**src/tws_pkg.sv**
```systemverilog
// Behaviour
// match upper seven address bits; broadcast if enabled
// software enables interface and ack, no start/stop
// own address plus read bit enters transmit
// read address acknowledged: flag set, status 0xa8
// lost arbitration then read-addressed: status 0xb0
// load byte, clear flag, send, expect ack
// ack enable zero: byte is final one
// byte sent, ack received: status 0xb8
// byte sent, nack received: status 0xc0
// final byte acknowledged anyway: status 0xc8
// after final byte release data, ignore clocks
// clearing flag leaves addressed mode
// start request served once bus free; the code serves it only at a stop seen in TWS_IDLE
// ack enable zero hides own address
// sleep: still answer address, wake part
// after wake hold clock low until flag clear
// data register not guaranteed after wake
// flag cleared only by writing one
// software masks prescaler bits of status
// interrupt while flag set and enabled
package tws_pkg;
  localparam logic [3:0] TWS_ADR_OWN    = 4'h0;
  localparam logic [3:0] TWS_ADR_CTRL   = 4'h4;
  localparam logic [3:0] TWS_ADR_STATUS = 4'h8;
  localparam logic [3:0] TWS_ADR_DATA   = 4'hc;
  localparam logic [7:0] TWS_OWN_RST    = 8'hfe;
  localparam logic [7:0] TWS_CTRL_RST   = 8'h00;
  localparam logic [7:0] TWS_DATA_RST   = 8'hff;
  localparam int TWS_B_FLAG  = 7;
  localparam int TWS_B_ACK   = 6;
  localparam int TWS_B_BEGIN = 5;
  localparam int TWS_B_END   = 4;
  localparam int TWS_B_WCOL  = 3;
  localparam int TWS_B_EN    = 2;
  localparam int TWS_B_IRQEN = 0;
  localparam logic [7:0] TWS_ST_ADDR_R   = 8'ha8;
  localparam logic [7:0] TWS_ST_ARB_R    = 8'hb0;
  localparam logic [7:0] TWS_ST_DATA_ACK = 8'hb8;
  localparam logic [7:0] TWS_ST_DATA_NAK = 8'hc0;
  localparam logic [7:0] TWS_ST_LAST_ACK = 8'hc8;
  localparam logic [7:0] TWS_ST_NONE     = 8'hf8;
  localparam logic [7:0] TWS_BROADCAST   = 8'h00;
  typedef enum {
    TWS_IDLE, TWS_ADDR, TWS_ADDR_ACK, TWS_WAIT, TWS_SEND, TWS_GET_ACK, TWS_IGNORE
  } tws_state_t;
  typedef struct packed {
    logic scl_rise;
    logic scl_fall;
    logic start;
    logic stop;
    logic sda;
    logic scl;
  } tws_line_t;
  typedef struct packed {
    logic       wr;
    logic       rd;
    logic [3:0] adr;
    logic [7:0] wdat;
  } tws_acc_t;
endpackage

```
**src/tws_line_sync.sv**
```systemverilog
`timescale 1ns/100ps
module tws_line_sync (
  input  wire logic              clk_i,
  input  wire logic              rst_i,
  input  wire logic              scl_i,
  input  wire logic              sda_i,
  output tws_pkg::tws_line_t     line_o
);
  typedef struct packed {
    logic [1:0] scl_s;
    logic [1:0] sda_s;
    logic       scl_p;
    logic       sda_p;
  } tws_sync_t;
  tws_sync_t s_q;
  tws_sync_t s_d;
  always_comb
  begin
    s_d       = s_q;
    s_d.scl_s = {s_q.scl_s[0], scl_i};
    s_d.sda_s = {s_q.sda_s[0], sda_i};
    s_d.scl_p = s_q.scl_s[1];
    s_d.sda_p = s_q.sda_s[1];
  end
  always_ff @(posedge clk_i)
  begin
    if (rst_i)
      s_q <= '1;
    else
      s_q <= s_d;
  end
  assign line_o.scl      = s_q.scl_s[1];
  assign line_o.sda      = s_q.sda_s[1];
  assign line_o.scl_rise = s_q.scl_s[1] & ~s_q.scl_p;
  assign line_o.scl_fall = ~s_q.scl_s[1] & s_q.scl_p;
  assign line_o.start    = s_q.scl_s[1] & s_q.scl_p & s_q.sda_p & ~s_q.sda_s[1];
  assign line_o.stop     = s_q.scl_s[1] & s_q.scl_p & ~s_q.sda_p & s_q.sda_s[1];
endmodule // tws_line_sync

```
**src/tws_wb_regs.sv**
```systemverilog
`timescale 1ns/100ps
module tws_wb_regs (
  input  wire logic              clk_i,
  input  wire logic              rst_i,
  input  wire logic              cyc_i,
  input  wire logic              stb_i,
  input  wire logic              we_i,
  input  wire logic [3:0]        adr_i,
  input  wire logic [3:0]        sel_i,
  input  wire logic [31:0]       dat_i,
  output logic      [31:0]       dat_o,
  output logic                   ack_o,
  input  wire logic [7:0]        own_i,
  input  wire logic [7:0]        ctrl_i,
  input  wire logic [7:0]        status_i,
  input  wire logic [7:0]        data_i,
  output tws_pkg::tws_acc_t      acc_o
);
  typedef struct packed {
    logic        ack;
    logic [31:0] dat;
  } tws_bus_t;
  tws_bus_t b_q;
  tws_bus_t b_d;
  logic     req;
  logic     take;
  assign req  = cyc_i & stb_i & ~b_q.ack;
  // writes land at the edge where the master samples ack high
  assign take = cyc_i & stb_i & b_q.ack;
  always_comb
  begin
    b_d     = b_q;
    b_d.ack = req;
    b_d.dat = 32'h0000_0000;
    if (req && !we_i)
    begin
      unique case (adr_i)
        tws_pkg::TWS_ADR_OWN:    b_d.dat = {24'h00_0000, own_i};
        tws_pkg::TWS_ADR_CTRL:   b_d.dat = {24'h00_0000, ctrl_i};
        tws_pkg::TWS_ADR_STATUS: b_d.dat = {24'h00_0000, status_i};
        tws_pkg::TWS_ADR_DATA:   b_d.dat = {24'h00_0000, data_i};
        default:                 b_d.dat = 32'h0000_0000;
      endcase
    end
  end
  always_ff @(posedge clk_i)
  begin
    if (rst_i)
      b_q <= '0;
    else
      b_q <= b_d;
  end
  assign dat_o      = b_q.dat;
  assign ack_o      = b_q.ack;
  assign acc_o.wr   = take & we_i & sel_i[0];
  assign acc_o.rd   = take & ~we_i;
  assign acc_o.adr  = adr_i;
  assign acc_o.wdat = dat_i[7:0];
endmodule // tws_wb_regs

```
**src/tws_slave_tx.sv**
```systemverilog
`timescale 1ns/100ps
module tws_slave_tx (
  input  wire logic        clk_i,
  input  wire logic        rst_i,
  input  wire logic        cyc_i,
  input  wire logic        stb_i,
  input  wire logic        we_i,
  input  wire logic [3:0]  adr_i,
  input  wire logic [3:0]  sel_i,
  input  wire logic [31:0] dat_i,
  output logic      [31:0] dat_o,
  output logic             ack_o,
  input  wire logic        scl_i,
  output logic             scl_o,
  output logic             scl_oe_n_o,
  input  wire logic        sda_i,
  output logic             sda_o,
  output logic             sda_oe_n_o,
  input  wire logic        sleep_i,
  input  wire logic        arb_lost_i,
  output logic             wake_o,
  output logic             irq_o,
  output logic             begin_pending_o
);
  typedef struct packed {
    tws_pkg::tws_state_t st;
    logic [7:0]          own;
    logic [7:0]          ctrl;
    logic [7:0]          status;
    logic [7:0]          data;
    logic [7:0]          shift;
    logic [3:0]          cnt;
    logic                last;
    logic                sda_low;
    logic                hold;
    logic                slept;
    logic                arb;
    logic                begin_pend;
    logic                wake;
  } tws_core_t;
  tws_core_t          c_q;
  tws_core_t          c_d;
  tws_pkg::tws_line_t line;
  tws_pkg::tws_acc_t  acc;
  logic               flag;
  logic               ack_en;
  logic               en;
  logic               addr_hit;
  logic               clear_flag;

  //////////////////////////////////////////////////////////////////////////////
  tws_line_sync u_sync (
    .clk_i  (clk_i),
    .rst_i  (rst_i),
    .scl_i  (scl_i),
    .sda_i  (sda_i),
    .line_o (line)
  );

  tws_wb_regs u_regs (
    .clk_i    (clk_i),
    .rst_i    (rst_i),
    .cyc_i    (cyc_i),
    .stb_i    (stb_i),
    .we_i     (we_i),
    .adr_i    (adr_i),
    .sel_i    (sel_i),
    .dat_i    (dat_i),
    .dat_o    (dat_o),
    .ack_o    (ack_o),
    .own_i    (c_q.own),
    .ctrl_i   (c_q.ctrl),
    .status_i (c_q.status),
    .data_i   (c_q.data),
    .acc_o    (acc)
  );

  //////////////////////////////////////////////////////////////////////////////
  assign flag   = c_q.ctrl[tws_pkg::TWS_B_FLAG];
  assign ack_en = c_q.ctrl[tws_pkg::TWS_B_ACK];
  assign en     = c_q.ctrl[tws_pkg::TWS_B_EN];
  // own address or enabled broadcast, only while acknowledging
  assign addr_hit = ack_en &&
                    ((c_q.shift[7:1] == c_q.own[7:1]) ||
                     (c_q.shift[7:1] == tws_pkg::TWS_BROADCAST[7:1] && c_q.own[0]));
  assign clear_flag = acc.wr && acc.adr == tws_pkg::TWS_ADR_CTRL &&
                      acc.wdat[tws_pkg::TWS_B_FLAG];

  always_comb
  begin
    c_d = c_q;
    // register writes
    if (acc.wr)
    begin
      unique case (acc.adr)
        tws_pkg::TWS_ADR_OWN:
          c_d.own = acc.wdat;
        tws_pkg::TWS_ADR_CTRL:
        begin
          c_d.ctrl[6:4] = acc.wdat[6:4];
          c_d.ctrl[2]   = acc.wdat[2];
          c_d.ctrl[0]   = acc.wdat[0];
          if (!acc.wdat[tws_pkg::TWS_B_WCOL])
            c_d.ctrl[tws_pkg::TWS_B_WCOL] = 1'b0;
          if (acc.wdat[tws_pkg::TWS_B_FLAG])
            c_d.ctrl[tws_pkg::TWS_B_FLAG] = 1'b0;
        end
        tws_pkg::TWS_ADR_DATA:
        begin
          if (flag)
            c_d.data = acc.wdat;
          else
            c_d.ctrl[tws_pkg::TWS_B_WCOL] = 1'b1;
        end
        default:
          c_d.own = c_q.own;
      endcase
    end
    if (clear_flag)
    begin
      c_d.status = tws_pkg::TWS_ST_NONE;
      c_d.hold   = 1'b0;
      c_d.wake   = 1'b0;
      if (acc.wdat[tws_pkg::TWS_B_BEGIN])
        c_d.begin_pend = 1'b1;
    end
    // start request served at a stop seen while the engine is in TWS_IDLE
    if (c_q.begin_pend && line.stop && c_q.st == tws_pkg::TWS_IDLE)
      c_d.begin_pend = 1'b0;
    if (arb_lost_i)
      c_d.arb = 1'b1;

    // serial engine
    if (!en)
    begin
      c_d.st      = tws_pkg::TWS_IDLE;
      c_d.sda_low = 1'b0;
    end
    else if (line.start)
    begin
      c_d.st      = tws_pkg::TWS_ADDR;
      c_d.cnt     = 4'h0;
      c_d.sda_low = 1'b0;
    end
    else if (line.stop)
    begin
      c_d.st      = tws_pkg::TWS_IDLE;
      c_d.sda_low = 1'b0;
      c_d.arb     = 1'b0;
    end
    else
    begin
      unique case (c_q.st)
        tws_pkg::TWS_IDLE, tws_pkg::TWS_IGNORE:
          c_d.sda_low = 1'b0;
        tws_pkg::TWS_ADDR:
        begin
          if (line.scl_rise)
          begin
            c_d.shift = {c_q.shift[6:0], line.sda};
            c_d.cnt   = c_q.cnt + 4'h1;
          end
          if (line.scl_fall && c_q.cnt == 4'h8)
          begin
            // read bit selects transmit; a write or foreign address goes to TWS_IGNORE
            if (addr_hit && c_q.shift[0])
            begin
              c_d.st      = tws_pkg::TWS_ADDR_ACK;
              c_d.sda_low = 1'b1;
              if (sleep_i)
              begin
                c_d.wake  = 1'b1;
                c_d.slept = 1'b1;
              end
            end
            else
              c_d.st = tws_pkg::TWS_IGNORE;
          end
        end
        tws_pkg::TWS_ADDR_ACK:
        begin
          if (line.scl_fall)
          begin
            c_d.sda_low = 1'b0;
            c_d.st      = tws_pkg::TWS_WAIT;
            c_d.hold    = 1'b1;
            c_d.ctrl[tws_pkg::TWS_B_FLAG] = 1'b1;
            c_d.status  = c_q.arb ? tws_pkg::TWS_ST_ARB_R
                                  : tws_pkg::TWS_ST_ADDR_R;
            c_d.arb     = 1'b0;
          end
        end
        tws_pkg::TWS_WAIT:
        begin
          if (clear_flag)
          begin
            if (c_q.status == tws_pkg::TWS_ST_DATA_NAK ||
                c_q.status == tws_pkg::TWS_ST_LAST_ACK)
              c_d.st = tws_pkg::TWS_IDLE;
            else
            begin
              c_d.st      = tws_pkg::TWS_SEND;
              c_d.shift   = c_q.data;
              c_d.cnt     = 4'h0;
              c_d.last    = ~acc.wdat[tws_pkg::TWS_B_ACK];
              c_d.sda_low = ~c_q.data[7];
              c_d.slept   = 1'b0;
            end
          end
        end
        tws_pkg::TWS_SEND:
        begin
          if (line.scl_fall)
          begin
            if (c_q.cnt == 4'h7)
            begin
              c_d.sda_low = 1'b0;
              c_d.st      = tws_pkg::TWS_GET_ACK;
            end
            else
            begin
              c_d.shift   = {c_q.shift[6:0], 1'b1};
              c_d.sda_low = ~c_q.shift[6];
              c_d.cnt     = c_q.cnt + 4'h1;
            end
          end
        end
        tws_pkg::TWS_GET_ACK:
        begin
          if (line.scl_rise)
          begin
            c_d.st   = tws_pkg::TWS_WAIT;
            c_d.hold = 1'b1;
            c_d.ctrl[tws_pkg::TWS_B_FLAG] = 1'b1;
            if (line.sda)
              c_d.status = tws_pkg::TWS_ST_DATA_NAK;
            else if (c_q.last)
              c_d.status = tws_pkg::TWS_ST_LAST_ACK;
            else
              c_d.status = tws_pkg::TWS_ST_DATA_ACK;
          end
        end
        default:
          c_d.st = tws_pkg::TWS_IDLE;
      endcase
    end
  end

  always_ff @(posedge clk_i)
  begin
    if (rst_i)
    begin
      c_q            <= '0;
      c_q.st         <= tws_pkg::TWS_IDLE;
      c_q.own        <= tws_pkg::TWS_OWN_RST;
      c_q.ctrl       <= tws_pkg::TWS_CTRL_RST;
      c_q.status     <= tws_pkg::TWS_ST_NONE;
      c_q.data       <= tws_pkg::TWS_DATA_RST;
      c_q.shift      <= tws_pkg::TWS_DATA_RST;
    end
    else
      c_q <= c_d;
  end

  //////////////////////////////////////////////////////////////////////////////
  // open drain: enable low pulls line low
  assign sda_o           = 1'b0;
  assign sda_oe_n_o      = ~c_q.sda_low;
  assign scl_o           = 1'b0;
  assign scl_oe_n_o      = ~(c_q.hold && !line.scl);
  assign wake_o          = c_q.wake;
  assign irq_o           = flag & c_q.ctrl[tws_pkg::TWS_B_IRQEN];
  assign begin_pending_o = c_q.begin_pend;
endmodule // tws_slave_tx

```
**config.mk**
```make
export PLATFORM = sky130hd
export DESIGN_NAME = tws_slave_tx
export DESIGN_NICKNAME = d
export VERILOG_FILES = /design/src/tws_pkg.sv /design/src/tws_line_sync.sv /design/src/tws_wb_regs.sv /design/src/tws_slave_tx.sv
export SDC_FILE = /design/constraint.sdc
export NUM_CORES = 1
export LEC_CHECK = 0
export BUFFER_PORTS_ARGS = -buffer_cell sky130_fd_sc_hd__buf_2
export CAP_MARGIN = 20
export CELL_PAD_IN_SITES_DETAIL_PLACEMENT = 1
export CELL_PAD_IN_SITES_GLOBAL_PLACEMENT = 1
export CORE_MARGIN = 1.5
export CORE_UTILIZATION = 36
export DETAILED_ROUTE_END_ITERATION = 16
export GPL_TIMING_DRIVEN = 0
export PLACE_DENSITY = 0.78
export SLEW_MARGIN = 0
export SYNTH_ARGS = -nofsm -noshare
export SYNTH_HDL_FRONTEND = slang
export SYNTH_SLANG_ARGS = --single-unit
```
**constraint.sdc**
```tcl
create_clock -name clk_i -period 2 [get_ports clk_i]
set_clock_uncertainty 0.05 [all_clocks]
set_input_delay 0 -clock clk_i [delete_from_list [all_inputs] [get_ports clk_i]]
set_output_delay 0 -clock clk_i [all_outputs]
set_load 0.03 [all_outputs]
```
== Word-level counts from Yosys, hierarchy flattened ==
Cells that the tools add are included.

* Register bits after elaboration: 121
* Input port bits: 49
* Output and inout bits: 40
* Logic and storage cells: 207

* Add/sub/neg operators: 1
* Equal/unequal tests: 40
* Muxes and demuxes: 74
* Bitwise gates (word level): 29
* Reductions and logical operators: 40

{| class="wikitable"
|+ Operators with widths
! kind !! count
|-
| 32-bit 2-to-1 mux || 6
|-
| 32-bit one-hot mux with 6 select lines || 1
|-
| 32-bit by 3-bit equality test with 1-bit output (second input constant) || 3
|-
| 32-bit by 2-bit equality test with 1-bit output (second input constant) || 2
|-
| 32-bit logical NOT || 2
|-
| 8-bit 2-to-1 mux || 7
|-
| 12-bit 2-to-1 mux || 3
|-
| 12-bit one-hot mux with 3 select lines || 1
|-
| 1-bit 2-to-1 mux || 35
|-
| 32-bit by 1-bit equality test with 1-bit output (second input constant) || 1
|-
| 8-bit one-hot mux with 4 select lines || 1
|-
| 14-bit 2-to-1 mux || 2
|-
| 2-bit inequality test (second input constant) || 13
|-
| 4-bit inequality test (second input constant) || 6
|-
| 7-bit AND reduction || 3
|-
| 3-bit inequality test (second input constant) || 6
|-
| 9-bit AND reduction || 2
|-
| 8-bit equality test (second input constant) || 2
|-
| 1-bit NOT || 16
|-
| 8-bit one-hot mux with 2 select lines || 1
|-
| 1-bit bitwise AND || 13
|-
| 4-bit equality test (second input constant) || 3
|-
| 3-bit 2-to-1 mux || 4
|-
| 1-bit logical AND || 10
|-
| 26 further kinds || 41
|}

== Logic depth before layout (Yosys ltp) ==
* Depth after elaboration: 14
* Depth in mapped cells: 9
* Depth with buffers taken out: 8

== Hierarchy ==
A second synthesis with hierarchy kept.

* Cell total of the unflattened synthesis: 381
* Area, all modules: 3515.9 um^2

{| class="wikitable"
|+ Modules (own cells, without submodules)
! module !! instances !! cells each !! area an instance (um^2) !! sequential area each (um^2)
|-
| tws_slave_tx || 1 || 292 || 2576.2 || 1041.0
|-
| tws_wb_regs || 1 || 71 || 734.5 || 180.2
|-
| tws_line_sync || 1 || 18 || 205.2 || 120.1
|}

== Worst setup path before layout ==
No wires, ideal clock.

* Path kind: register to register
* From: reg u_regs.b_q, in the netlist u_regs.ack_o
* To: reg c_q[11] in the netlist's numbering
* Setup time: 0.120 ns
* Arrival: 1.957 ns
* Data required time: 1.830 ns
* Slack: -0.127 ns
* Cell stages (with the launch flop): 8
* Buffers on the path: 2
* Period minus slack after synthesis: 2.127 ns
* Cells stage by stage: dfxtp_1 > and4b_1 > nand4_4 > a221oi_4 > nand2b_1 > buf_2 > buf_6 > a211o_1

* Longest elaborated chain between the ends: 7

{| class="wikitable"
|+ RTL lines
! item !! line !! RTL
|-
| start, declared || tws_wb_regs.sv:23 || <nowiki>tws_bus_t b_q;</nowiki>
|-
| start signal, assigned || tws_wb_regs.sv:49 || <nowiki>b_q <= '0;</nowiki>
|-
| start signal, assigned || tws_wb_regs.sv:51 || <nowiki>b_q <= b_d;</nowiki>
|-
| 1-bit bitwise AND || tws_wb_regs.sv:29 || <nowiki>assign take = cyc_i & stb_i & b_q.ack;</nowiki>
|-
| 1-bit bitwise AND (2 in series) || tws_wb_regs.sv:55 || <nowiki>assign acc_o.wr = take & we_i & sel_i[0];</nowiki>
|-
| 1-bit logical AND (2 in series) || tws_slave_tx.sv:86 || <nowiki>assign clear_flag = acc.wr && acc.adr == tws_pkg::TWS_ADR_CTRL &&</nowiki>
|-
| 2-bit inequality test (no source line) || -- ||
|-
| 9-bit AND reduction (no source line) || -- ||
|-
| end, declared || tws_slave_tx.sv:41 || <nowiki>tws_core_t c_q;</nowiki>
|}

Every way passes these cells.
A chain may end at the register's enable or synchronous reset.

== Worst setup path after layout ==
Ends and elaborated chain as after synthesis.

==> impl_results.rst <==
.. list-table::
   :header-rows: 1

   * - Metric
     - Value
   * - Synth cell count leaders
     - 67 x dfxtp_1, 39 x nor2_1, 27 x buf_4, 24 x a211o_1, 24 x nand2_1
   * - 1st-iter DRT viols
     - 217
   * - Capturing element of the worst setup path
     - c_q[11]
   * - Run status
     - finished, final reports clean
   * - Grt total ovfl
     - 0
   * - Cell area after synthesis
     - 3440 µm²
   * - Cts bufs inserted
     - 9
   * - Post-synth ARST share
     - 0
   * - Power Density
     - 615 nW/µm²
   * - WL per Instance
     - 17.5 µm
   * - Overall power consumption
     - 0.00276 W
   * - Most common cell in the synthesized netlist
     - dfxtp_1
   * - Sequential fraction of the synthesis area
     - 0.389
   * - Post-layout net count
     - 529
   * - Vias
     - 3220
   * - Number of endpoints with negative hold slack in the final report
     - 0
   * - Largest cells by area after synthesis
     - dfxtp_1 39%, a211o_1 6.1%, buf_4 5.9%, mux4_2 4.6%, nor2_1 4.2%
   * - R2R Path Start
     - u_regs.ack_o
   * - Total of fill cells in the finished design
     - 1100
   * - Startpoint type of the worst setup path
     - flop
   * - Wire length reported by the detailed router
     - 10700 µm
   * - Placeable core region
     - 9240 µm²
   * - Die Wd
     - 101 µm
   * - Insertion delay of the later-clocked pin in the worst-skew pair
     - 350 ps
   * - Reg2reg end
     - c_q[11]
   * - I/O Pins
     - 89
   * - Required time worst endpoint
     - 2190 ps
   * - Proportion of layout cells with a drive suffix above 1
     - 0.296
   * - Mapped Cells
     - 382
   * - Worst r2r path cells
     - 6
   * - Setup slack after placement
     - -335 ps
   * - Master of the slowest instance on the critical path
     - a221oi_4
   * - Number of enable-type register cells in the synthesized netlist
     - 0
   * - Total global-route track usage
     - 0.213
   * - Leakage dissipation
     - 1.86 nW
   * - Maximum number of pins on one net before global-route repair
     - 13
   * - Critical path capture point type
     - flop
   * - Normalized max-slew margin
     - 0.511
   * - Max Cap Violations
     - 0
   * - Clock H-tree levels
     - 3
   * - Detailed-router iteration count before antenna repair
     - 4
   * - Post-layout util
     - 0.486
   * - Cell area after placement
     - 3870 µm²
   * - CTS tree
     - yes
   * - Main flop type after synthesis
     - dfxtp_1
   * - Data arrival time of the critical path
     - 2170 ps
   * - Largest stage delay on the critical path
     - 450 ps
   * - Cell chosen for the clock root
     - clkbuf_8
   * - Vias in the first global route
     - 3168
   * - Proportion of netlist area held by the largest area contributor
     - 0.389
   * - Total of buffers placed on input and output ports
     - 34
   * - Synthesis warning total
     - 0
   * - Synthesis-to-layout area growth
     - 30.4%
   * - Vertical extent of the die
     - 101 µm
   * - Worst setup path start
     - u_regs.ack_o
   * - Tightest Pin Transition
     - 734 ps
   * - Final setup TNS
     - 0 ps
   * - Gp weighted congestion
     - 0.854
   * - Cell breakdown of the critical path
     - and4b_2, nand4_4, a221oi_4, nand2b_4, clkbuf_16, a211o_1
   * - Seq cells post-synth
     - 67
   * - Remaining number of nets flagged by the antenna check after routing
     - 0
   * - Post-synth cell types
     - 56
   * - Vias per inst
     - 5.25
   * - Worst setup slack for register-to-register paths
     - 20 ps
   * - First-pass GRT wire length
     - 16700 µm
   * - Final instance area
     - 4490 µm²
   * - Largest driver fanout on the critical path
     - 5
   * - Final-report max-slew violation count
     - 0
   * - Fraction of the cycle the final worst path needs
     - 0.988
   * - Critical path class
     - reg2reg
   * - Setup Viol. Count Final
     - 0
   * - Most area-hungry cell type in the Yosys netlist
     - dfxtp_1
   * - Number of buffers on the longest clock path
     - 2
   * - Mean instance size in the synthesized netlist
     - 9.02 µm²
   * - Count of standard-cell rows
     - 35
   * - Worst setup margin
     - 24.1 ps
   * - CTS Sinks
     - 67
   * - Path class of the lowest-slack min-delay path
     - in2reg
   * - Clock input transition at the sequential cells of the worst setup and hold paths
     - 80 ps
   * - Detailed-placement wirelength estimate
     - 7310 µm
   * - Number of design rule violations left after detail routing
     - 0
   * - Min cycle time layout
     - 1980 ps
   * - Worst supply voltage drop on vdd
     - 368 µV
   * - Max Clock Freq
     - 0.506 GHz
   * - Total die area
     - 10200 µm²
   * - Number of antenna violations at the first check in global routing
     - 0
   * - Starting density of the core
     - 0.373
==> logic make-up after synthesis <==
kind of cell    share of synthesized area
fa+ha+maj                         0.00726
flops                               0.389
xor+xnor                           0.0203
buf+inv                            0.0890
mux                                0.0694
other cells                       0.00109
compound gates                      0.185
simple gates                        0.239
==> layout make-up <==
cell class | count | area [µm²] | share of cell area
buffer | 43 | 288 | 0.0641
sequential | 67 | 1360 | 0.302
antenna | 1 | 2.50 | 0.000557
inverter | 3 | 11.3 | 0.00251
timing repair buffer | 63 | 453 | 0.101
tap | 129 | 161 | 0.0359
multi-input combinational | 291 | 2020 | 0.451
clock inverter | 6 | 66.3 | 0.0148
clock buffer | 10 | 128 | 0.0284
==> worst max-delay path, delay by kind of cell (launching register included) <==
kind            cells  cell delay [ps]
compound gates      2              730
flops               1              360
buf+inv             1              170
simple gates        3              550
==> layout by cell type, fill, tap and decap left out, types with 3 or more instances in the layout <==
cell type	Yosys	final
or2_2	6	6
o21ai_1	5	3
and2_1	4	4
inv_1	3	3
nor4_1	3	3
clkbuf_1	12	10
nand3_1	8	8
a22oi_1	8	8
mux4_2	7	7
nand4_1	4	4
dfxtp_4	0	3
clkinv_4	0	3
and3_1	9	9
xor2_1	3	3
a31oi_1	3	3
nor2_1	39	35
nand2_1	24	24
buf_2	5	37
nor2b_1	22	19
nor3_1	9	6
a211o_1	24	24
o22ai_1	3	3
buf_4	27	35
nand2b_1	8	6
dfxtp_1	67	60
conb_1	1	26
mux2i_1	7	7
nor2_2	0	3
xnor2_1	5	4
clkbuf_8	0	9
dlygate4sd3_1	0	19
o21ai_0	13	13
a21oi_1	14	13
dfxtp_2	0	4
==> metrics by stage <==
step	hold WS (ps)	instances
2_1_floorplan	53.8	407
5_1_grt	109	612
3_3_place_gp	138	570
6_report	83.8	613
3_5_place_dp	135	570
4_1_cts	93.1	609
==> power by group <==
group / switching [W] / internal, W
registers: 0.00000709 / 0.00134
logic: 0.000161 / 0.000113
clock network: 0.000564 / 0.000578
==> state kept, by name, summed over array words and instances (netlist names) <==
signal and cells:
c_q 49, u_regs.dat_o 8, u_sync.line_o 2, u_sync.s_d 2, u_sync.s_q 2, ack_en 1, begin_pending_o 1, u_regs.ack_o 1
wake_o 1
==> per-layer routing <==
metal	routed length, µm	part of all wire	vias up	GRT usage
met3	455	0.042	19	0.0402
met1	4810	0.45	1588	0.280
met2	5230	0.49	85	0.344
met5	0	0	-	0
li1	-	-	1528	-
met4	225	0.021	0	0.0878
==> timing repair <==
action / 4_1_cts / 5_1_grt
gates resized for setup: 23 / 23
cloned: 0 / 1
pin swaps: 5 / 6
endpoints found under the hold margin: 35 / 0
setup buffers: 5 / 4
endpoints found under the setup margin: 23 / 23
hold buffers: 19 / 0
==> worst min-delay path by stage <==
stage                   from            end  slack [ps]  cells after the start
global placement       sda_i  u_sync.s_d[3]         140                      2
detailed placement     sda_i  u_sync.s_d[3]         140                      2
finish              adr_i[2]        c_q[50]          80                      4
global route        adr_i[2]        c_q[50]         110                      4
floorplan              sda_i  u_sync.s_d[3]          50                      1
CTS                 adr_i[3]        c_q[24]          90                      5
Note: power is estimated with default switching activity, not from simulation.
